[src/sacc_defs.svh]
// Constants for the converter conversion control block
`ifndef SACC_DEFS_SVH
`define SACC_DEFS_SVH
`define SACC_RES_W 10
`define SACC_NORMAL_CYCLES 5'd13
`define SACC_FIRST_CYCLES 5'd25
`define SACC_SAMPLE_NORMAL 5'd1
`define SACC_SAMPLE_FIRST 5'd13
`define SACC_SAMPLE_AUTO 5'd2
`define SACC_SYNC_STAGES 2'd3
`define SACC_PRESC_W 7
`define SACC_RESULT_RST 10'h000
`endif

[src/sacc_pkg.sv]
// Types for the converter conversion control block
package sacc_pkg;
  typedef enum logic [1:0] {SACC_IDLE, SACC_WAIT_EDGE, SACC_CONVERT} sacc_state_t;
  typedef logic [2:0] sacc_div_t;
  typedef logic [1:0] sacc_chan_t;
endpackage

[src/sacc_conversion_control.sv]
// Successive approximation converter conversion control, top module
//
// Summary of operation
// Result right-justified in two bytes, left-justified when left adjust is set.
// After low byte read, block result updates until high byte is read.
// Conversion finishing while blocked leaves result bytes unchanged, result lost.
// Done flag still sets for a conversion whose result was discarded.
// Reading high byte re-enables result updates to both bytes.
// Start pulse begins one conversion; start bit reads one until done.
// Channel change during conversion waits until that conversion finishes.
// Reference and channel selection reach converter only when enabled.
// Auto trigger rising edge resets prescaler and starts a conversion.
// Trigger edges during conversion ignored; held level does not retrigger.
// Trigger flag sets regardless of interrupt enables; software must clear it. No trigger flag is kept here; the synchronised edge starts directly.
// Done flag as trigger converts back to back; first started by software.
// Software start works with auto trigger; start bit shows every conversion.
// Prescaler runs while enabled, held in reset while disabled.
// Software keeps converter clock in range for full resolution.
// Software start begins at next rising converter clock edge.
// Normal conversion 13 converter clocks, first after enable 25.
// Normal sample-and-hold 1.5 converter clocks after start.
// On completion write result, set done flag, clear start bit if single.
// Auto conversion samples two clocks after trigger, plus three sync cycles.
// Free running restarts right after completion, start bit stays high.
// Selections pass a buffer: tracks idle, locks at start, reopens last cycle.
// Prescaler divides system clock by power of two from divide select.
`timescale 1ns/1ps
`default_nettype none
`include "sacc_defs.svh"
module sacc_conversion_control (
  input wire logic clk,
  input wire logic resetn,
  input wire logic converterEnable,
  input wire logic startWrite,
  input wire logic autoTriggerEnable,
  input wire logic freeRunSelect,
  input wire logic triggerLevel,
  input wire logic leftAdjustSelect,
  input wire sacc_pkg::sacc_div_t clockDivideSelect,
  input wire sacc_pkg::sacc_chan_t inputChannelSelect,
  input wire logic referenceSelect,
  input wire logic lowByteRead,
  input wire logic highByteRead,
  input wire logic doneFlagClear,
  input wire logic [9:0] analogResult,
  output logic conversionStartBit,
  output logic conversionDoneFlag,
  output logic [7:0] resultHighByte,
  output logic [7:0] resultLowByte,
  output logic sampleHold,
  output logic converterPowered,
  output sacc_pkg::sacc_chan_t activeChannel,
  output logic activeReference,
  output logic adcClockOut
);
  import sacc_pkg::*;

  // -----------------------------------------------------------------
  // Declarations
  // -----------------------------------------------------------------
  sacc_state_t stateReg;
  logic [`SACC_PRESC_W-1:0] prescReg;
  logic adcClkReg;
  logic adcClkPrev;
  logic adcEdge;
  logic [4:0] cycleReg;
  logic [4:0] lengthReg;
  logic [4:0] sampleAtReg;
  logic firstPendingReg;
  logic lockReg;
  logic trigSync;
  logic trigPrevReg;
  logic trigEdge;
  logic [1:0] syncCntReg;
  logic syncBusyReg;
  logic autoStart;
  logic prescReset;
  logic doneNow;
  logic lastCycle;
  logic [9:0] captureReg;
  logic [`SACC_PRESC_W-1:0] divMask;

  // -----------------------------------------------------------------
  // Trigger input synchronisation and edge detect
  // -----------------------------------------------------------------
  sacc_sync u_trigSync (
    .clk(clk),
    .resetn(resetn),
    .din(triggerLevel),
    .dout(trigSync)
  );

  // Previous level kept so a held level never counts as a new edge
  always_ff @(posedge clk) begin
    if (!resetn) begin
      trigPrevReg <= 1'b0;
    end else begin
      trigPrevReg <= trigSync;
    end
  end

  // Edges seen while a conversion runs are dropped here
  assign trigEdge = autoTriggerEnable && trigSync && !trigPrevReg &&
                    stateReg == SACC_IDLE && !syncBusyReg; // see R10

  // Third sync cycle before the prescaler is reset and conversion armed
  always_ff @(posedge clk) begin
    if (!resetn) begin
      syncCntReg <= 2'd0;
      syncBusyReg <= 1'b0;
    end else if (!converterEnable) begin
      syncCntReg <= 2'd0;
      syncBusyReg <= 1'b0;
    end else if (trigEdge) begin
      syncCntReg <= 2'd1;
      syncBusyReg <= 1'b1;
    end else if (syncBusyReg) begin
      syncCntReg <= syncCntReg + 2'd1;
      if (syncCntReg == `SACC_SYNC_STAGES - 2'd2) begin
        syncBusyReg <= 1'b0;
      end
    end
  end

  assign autoStart = syncBusyReg && syncCntReg == `SACC_SYNC_STAGES - 2'd2;
  assign prescReset = !converterEnable || autoStart; // see R14

  // -----------------------------------------------------------------
  // Prescaler
  // -----------------------------------------------------------------
  // Power-of-two divide, selector value n divides by 2^(n+1)
  assign divMask = `SACC_PRESC_W'((1 << clockDivideSelect) - 1);

  always_ff @(posedge clk) begin
    if (!resetn) begin
      prescReg <= '0;
      adcClkReg <= 1'b0;
    end else if (prescReset) begin
      prescReg <= '0;
      adcClkReg <= 1'b0;
    end else if ((prescReg & divMask) == divMask) begin
      prescReg <= '0;
      adcClkReg <= ~adcClkReg;
    end else begin
      prescReg <= prescReg + `SACC_PRESC_W'd1;
    end
  end

  // Rising converter clock edge as a system clock strobe
  always_ff @(posedge clk) begin
    if (!resetn) begin
      adcClkPrev <= 1'b0;
    end else begin
      adcClkPrev <= adcClkReg;
    end
  end

  assign adcEdge = adcClkReg && !adcClkPrev;

  // Converter clock mirrors the divider, registered
  always_ff @(posedge clk) begin
    if (!resetn) begin
      adcClockOut <= 1'b0;
    end else begin
      adcClockOut <= adcClkReg;
    end
  end

  // -----------------------------------------------------------------
  // Conversion sequencer
  // -----------------------------------------------------------------
  assign lastCycle = stateReg == SACC_CONVERT && adcEdge && cycleReg == lengthReg - 5'd1;
  assign doneNow = stateReg == SACC_CONVERT && adcEdge && cycleReg == lengthReg;

  always_ff @(posedge clk) begin
    if (!resetn) begin
      stateReg <= SACC_IDLE;
      cycleReg <= 5'd0;
      lengthReg <= `SACC_NORMAL_CYCLES;
      sampleAtReg <= `SACC_SAMPLE_NORMAL;
      conversionStartBit <= 1'b0;
    end else if (!converterEnable) begin
      stateReg <= SACC_IDLE;
      cycleReg <= 5'd0;
      conversionStartBit <= 1'b0;
    end else begin
      unique case (stateReg)
        SACC_IDLE: begin
          if (startWrite) begin
            stateReg <= SACC_WAIT_EDGE;
            conversionStartBit <= 1'b1; // see R6
          end else if (autoStart) begin
            stateReg <= SACC_CONVERT;
            cycleReg <= 5'd1;
            lengthReg <= firstPendingReg ? `SACC_FIRST_CYCLES : `SACC_NORMAL_CYCLES;
            sampleAtReg <= firstPendingReg ? `SACC_SAMPLE_FIRST : `SACC_SAMPLE_AUTO;
            conversionStartBit <= 1'b1;
          end
        end
        SACC_WAIT_EDGE: begin
          if (adcEdge) begin
            stateReg <= SACC_CONVERT;
            cycleReg <= 5'd1;
            lengthReg <= firstPendingReg ? `SACC_FIRST_CYCLES : `SACC_NORMAL_CYCLES;
            sampleAtReg <= firstPendingReg ? `SACC_SAMPLE_FIRST : `SACC_SAMPLE_NORMAL;
          end
        end
        SACC_CONVERT: begin
          if (doneNow) begin
            if (autoTriggerEnable && freeRunSelect) begin
              cycleReg <= 5'd1;
              lengthReg <= `SACC_NORMAL_CYCLES;
              sampleAtReg <= `SACC_SAMPLE_NORMAL; // see R21
            end else begin
              stateReg <= SACC_IDLE;
              cycleReg <= 5'd0;
              conversionStartBit <= 1'b0; // see R19
            end
          end else if (adcEdge) begin
            cycleReg <= cycleReg + 5'd1;
          end
        end
      endcase
    end
  end

  // First conversion after enable takes the long initialisation path
  always_ff @(posedge clk) begin
    if (!resetn) begin
      firstPendingReg <= 1'b1;
    end else if (!converterEnable) begin
      firstPendingReg <= 1'b1;
    end else if (doneNow) begin
      firstPendingReg <= 1'b0;
    end
  end

  // Sample strobe half a converter clock after the counted edge
  always_ff @(posedge clk) begin
    if (!resetn) begin
      sampleHold <= 1'b0;
    end else begin
      sampleHold <= converterEnable && stateReg == SACC_CONVERT && !adcClkReg && adcClkPrev &&
                    cycleReg == sampleAtReg + 5'd1; // see R18
    end
  end

  // -----------------------------------------------------------------
  // Selection buffer toward the analog side
  // -----------------------------------------------------------------
  // Locks on conversion start so sampling time is never cut short
  always_ff @(posedge clk) begin
    if (!resetn) begin
      lockReg <= 1'b0;
    end else if (stateReg != SACC_CONVERT) begin
      lockReg <= 1'b0;
    end else if (lastCycle) begin
      lockReg <= 1'b0;
    end else if (cycleReg == 5'd1 && !doneNow) begin
      lockReg <= 1'b1;
    end
  end

  always_ff @(posedge clk) begin
    if (!resetn) begin
      activeChannel <= 2'd0;
      activeReference <= 1'b0;
      converterPowered <= 1'b0;
    end else begin
      converterPowered <= converterEnable;
      if (converterEnable && !lockReg && !(stateReg == SACC_CONVERT && cycleReg == 5'd1)) begin
        activeChannel <= inputChannelSelect; // see R8
        activeReference <= referenceSelect;
      end
    end
  end

  // -----------------------------------------------------------------
  // Result bytes, read lock and done flag
  // -----------------------------------------------------------------
  logic readLockReg;

  // Low byte read blocks updates until the high byte is read
  always_ff @(posedge clk) begin
    if (!resetn) begin
      readLockReg <= 1'b0;
    end else if (highByteRead) begin
      readLockReg <= 1'b0;
    end else if (lowByteRead) begin
      readLockReg <= 1'b1;
    end
  end

  always_ff @(posedge clk) begin
    if (!resetn) begin
      captureReg <= `SACC_RESULT_RST;
    end else if (doneNow && !readLockReg) begin
      captureReg <= analogResult;
    end
  end

  // Alignment applied on the way out so the select acts at once
  always_ff @(posedge clk) begin
    if (!resetn) begin
      resultHighByte <= 8'h00;
      resultLowByte <= 8'h00;
    end else if (leftAdjustSelect) begin
      resultHighByte <= captureReg[9:2];
      resultLowByte <= {captureReg[1:0], 6'h00};
    end else begin
      resultHighByte <= {6'h00, captureReg[9:8]};
      resultLowByte <= captureReg[7:0];
    end
  end

  // Set wins over clear; raised even when the result was dropped
  always_ff @(posedge clk) begin
    if (!resetn) begin
      conversionDoneFlag <= 1'b0;
    end else if (doneNow) begin
      conversionDoneFlag <= 1'b1; // see R4
    end else if (doneFlagClear) begin
      conversionDoneFlag <= 1'b0;
    end
  end
endmodule
`default_nettype wire

[src/sacc_sync.sv]
// Two flip-flop synchroniser for one external level
`timescale 1ns/1ps
`default_nettype none
module sacc_sync (
  input wire logic clk,
  input wire logic resetn,
  input wire logic din,
  output logic dout
);
  logic stage1Reg;

  // First stage feeds only the second
  always_ff @(posedge clk) begin
    if (!resetn) begin
      stage1Reg <= 1'b0;
      dout <= 1'b0;
    end else begin
      stage1Reg <= din;
      dout <= stage1Reg;
    end
  end
endmodule
`default_nettype wire

[config.mk]
export PLATFORM = sky130hd
export DESIGN_NAME = sacc_conversion_control
export DESIGN_NICKNAME = d
export VERILOG_FILES = /design/src/sacc_pkg.sv /design/src/sacc_conversion_control.sv /design/src/sacc_sync.sv
export VERILOG_INCLUDE_DIRS = /design/src
export SDC_FILE = /design/constraint.sdc
export NUM_CORES = 1
export LEC_CHECK = 0
export ABC_AREA = 0
export BUFFER_PORTS_ARGS = -buffer_cell sky130_fd_sc_hd__buf_2
export CORE_UTILIZATION = 40
export DETAILED_ROUTE_END_ITERATION = 8
export PLACE_DENSITY = 0.59
export RECOVER_POWER = 50
export SLEW_MARGIN = 5
export SYNTH_ARGS = -nofsm -noshare
export SYNTH_HDL_FRONTEND = slang
export SYNTH_HIERARCHICAL = 1
export SYNTH_SLANG_ARGS = --single-unit
[constraint.sdc]
create_clock -name clk -period 4.7 [get_ports clk]
set_clock_uncertainty 0.2 [all_clocks]
set_input_delay 0.47 -clock clk [delete_from_list [all_inputs] [get_ports clk]]
set_output_delay 0.47 -clock clk [all_outputs]
set_load 0.01 [all_outputs]
==> summary.md <==
| Metric | Value |
|---|---|
| DRC Markers | `0` |
| Mapped Area | `between 2000 and 3000 um2` |
| Chip Height | `84.77 um` |
| CTS tree | `yes` |
| CP bufs+invs | `1` |
| Pin count of the biggest net entering global routing | `24` |
| Main area contributors after synthesis | `dfxtp_1, ha_1, nand2_1` |
| Nets | `~390` |
| Final hold violation count | `0` |
| Max IR drop VDD | `0.0001727 V` |
| Met2 routed WL | `around 2400 um` |
| Ports | `51` |
| Antenna diode count | `0` |
| Critical Path RT | `approximately 4.8 ns` |
| Clk sinks | `63` |
| Max-slew violation count | `0` |
| Register-to-Register Path Depth | `7` |
| Inst Count DP | `420` |
| FF-to-FF setup slack | `between 1.5 and 2 ns` |
| HP Class | `primary input to register` |
| Routability cong. | `roughly 0.83` |
| Antenna violations before repair | `0` |
| Hold depth | `2` |
| CP Class | `register to register` |
| Run status | `complete, no violations` |
| Die W | `about 85 um` |
| Post-DP HPWL | `about 4000 um` |
| Post-cts resize count | `0` |
| Crit path DAT | `~2.8 ns` |
| Synth Instances | `between 300 and 400` |
| Initial Util | `0.4219` |
| Synth Register Bits | `63` |
| CP max-delay cell | `nor2_2` |
| Final WS setup | `between 1.5 and 2 ns` |
| Wire length per cell | `between 10 and 15 um` |
| Startpoint types | `register` |
| Vias per inst | `slightly above 5` |
| Vias in the first global route | `around 2100` |
| Met3 routed WL | `about 270 um` |
| Setup TNS | `0 ns` |
| Max-cap viol count | `0` |
| Fin cells | `436` |
| RSZ-0062 raised after global routing | `no` |
| Max clock buf depth | `2` |
| Via count of the routed design | `roughly 2300` |
| Crit path cell chain | `inv_1, ha_1, and4b_1, nand4_1, nor2_2, nand2_1, a21oi_1` |
| Slew HR | `0.4720` |
| Synth warn | `6` |
| CP peak stage delay | `0.57 ns` |
| Die footprint | `about 7200 um2` |
| Mean Syn Cell Area | `roughly 9 um2` |
| Htree depth | `3` |
| Highest routed layer | `met4` |
| CTS buffer count | `9` |
| Final setup viols | `0` |
| FP Rows | `29` |
| Total track usage | `0.1765` |
| Share of cells above drive strength 1 | `0.1365` |
| Fill cells | `between 600 and 700` |
| Min Tclk post-route | `between 2 and 3 ns` |
| Core ar. | `6495 um2` |
| Fin crit share | `0.5868` |
| Post-DRT Antenna Nets | `0` |
| FFs w/ async S/R, synth | `0` |
| Drt total wl | `between 5000 and 6000 um` |
| Worst Hold End | `readLockReg$_SDFFE_PP0P_` |
| Sequential area share after synthesis | `0.4603` |
| Post-synth top cells | `dfxtp_1, nand2_1, nor2_1` |
| Worst-path maximum fanout | `17` |
| Synth top area share | `0.4603` |
| Synth-to-layout area growth | `16.85%` |
| R2R Path Start | `stateReg[0]$_SDFFE_PN0P_` |
| CP Capture Type | `register` |
| Reg-to-Reg End | `captureReg[5]$_SDFFE_PN0P_` |
| EDFF count, synth | `0` |
| Total gr overflow | `0` |
| Min-delay src | `highByteRead` |
| Root Driver | `clkbuf_8` |
| Most used DFF post-synth | `dfxtp_1` |
| Clock slew at the register clock pins of the worst setup and hold paths | `roughly 0.070 ns` |
| Setup repair bufs after CTS | `0` |
| Port Buffers | `50` |
| Lkg Pwr | `between 1 and 1.5 nW` |
| Clock latency on the worst-skew pair | `between 0.3 and 0.4 ns` |
| Measured slew at the worst slew-check pin | `0.7919 ns` |
| Count of TritonRoute iterations in the first routing pass | `6` |
| Pwr/cell area | `roughly 340 nW/um2` |
| Synth cell types | `48` |
| First-pass GRT wire length | `just under 10000 um` |
| Syn nets | `roughly 340` |
| DRT met1 WL | `approximately 3000 um` |
| Post-CTS Hold Buffers | `0` |
| FMAX | `around 0.36 GHz` |
| Design Power | `~1.1 mW` |
| Area leader, netlist | `dfxtp_1` |
| CP top delay family | `simple AND/OR/NAND/NOR gates` |
| Initial DRC count | `75` |
| Setup Slack @ Placement | `between 1.5 and 2 ns` |
| Dominant cell by count in the synthesized netlist | `dfxtp_1` |
## state kept, by name, summed over array words and instances (netlist names), 2 cells and up
register and cells:
lengthReg 2, sampleAtReg 3, resultLowByte 8, stateReg 2, cycleReg 5, activeChannel 2, captureReg 10, syncCntReg 2
prescReg 7, resultHighByte 8
## metrics by stage
step	hold slack [ns]	instance area [um2]	utilization
2_1_floorplan	0.2057	2740	-
3_3_place_gp	0.2090	3037	0.4675
3_5_place_dp	0.2128	3037	0.4675
4_1_cts	0.06203	3233	0.4978
5_1_grt	0.06072	3202	0.4930
6_report	0.07744	3202	0.4930
## report_power, final
part	switching, mW	leakage [nW]	internal, mW
clock	0.221	0.0956	0.245
combinational	0.0487	0.657	0.0330
sequential	0.00765	0.510	0.542
total	0.277	1.26	0.820
## routing by layer
| metal | up-vias | track usage |
|---|---|---|
| li1 | 1166 | - |
| met1 | 1035 | 0.2389 |
| met2 | 47 | 0.2646 |
| met3 | 9 | 0.04621 |
| met4 | 0 | 0.07858 |
| met5 | - | 0 |
## placed cells by master (no fill, tap or decap), drive strengths merged, types with 3 or more instances in the layout
cell type and count:
a211oi 3, a21oi 21, a31oi 3, and2 10
and3 7, buf 25, clkbuf 34, clkinv 3
dfxtp 63, ha 11, inv 17, mux2i 8
nand2 29, nand2b 3, nand3 8, nand3b 4
nand4 6, nor2 29, nor2b 7, nor3 3
o21ai 20, xnor2 8, xor2 4
## final cells by class
type                    instances  area [um2]  share of cell area
clock buffers                   9       123.9             0.03869
multi-input cells             214        1369              0.4275
inverters                      16       60.06             0.01876
well taps                      77       96.34             0.03009
flip-flops and latches         63        1261              0.3939
clock inverters                 7       72.57             0.02267
repair buffers                 50       219.0             0.06839
## cells by family after synthesis
logic type / synth area share
flops: 0.4603
mux: 0.02922
xor+xnor: 0.03836
compound gates: 0.1639
buf+inv: 0.04018
fa+ha+maj: 0.05023
simple gates: 0.2178
## worst reg2reg max path: stages (launching register included)
cell and delay, ns:
dfxtp_1 0.33, inv_1 0.08, ha_1 0.42, and4b_1 0.29, nand4_1 0.55, nor2_2 0.57
nand2_1 0.11, a21oi_1 0.13
## worst max path at each step
stage	slack (ns)	end	startpoint	depth (start not counted)
after CTS	1.96	captureReg[8]$_SDFFE_PN0P_	stateReg[0]$_SDFFE_PN0P_	7
after global placement	2.02	captureReg[8]$_SDFFE_PN0P_	stateReg[0]$_SDFFE_PN0P_	7
after global routing	1.63	captureReg[8]$_SDFFE_PN0P_	stateReg[0]$_SDFFE_PN0P_	7
final	1.94	captureReg[5]$_SDFFE_PN0P_	stateReg[0]$_SDFFE_PN0P_	7
after detailed placement	1.99	captureReg[5]$_SDFFE_PN0P_	stateReg[0]$_SDFFE_PN0P_	7
after floorplan	2.36	prescReg[2]$_SDFF_PP0_	clockDivideSelect[2]	9
No activity file was read; power rests on OpenSTA's default activity.
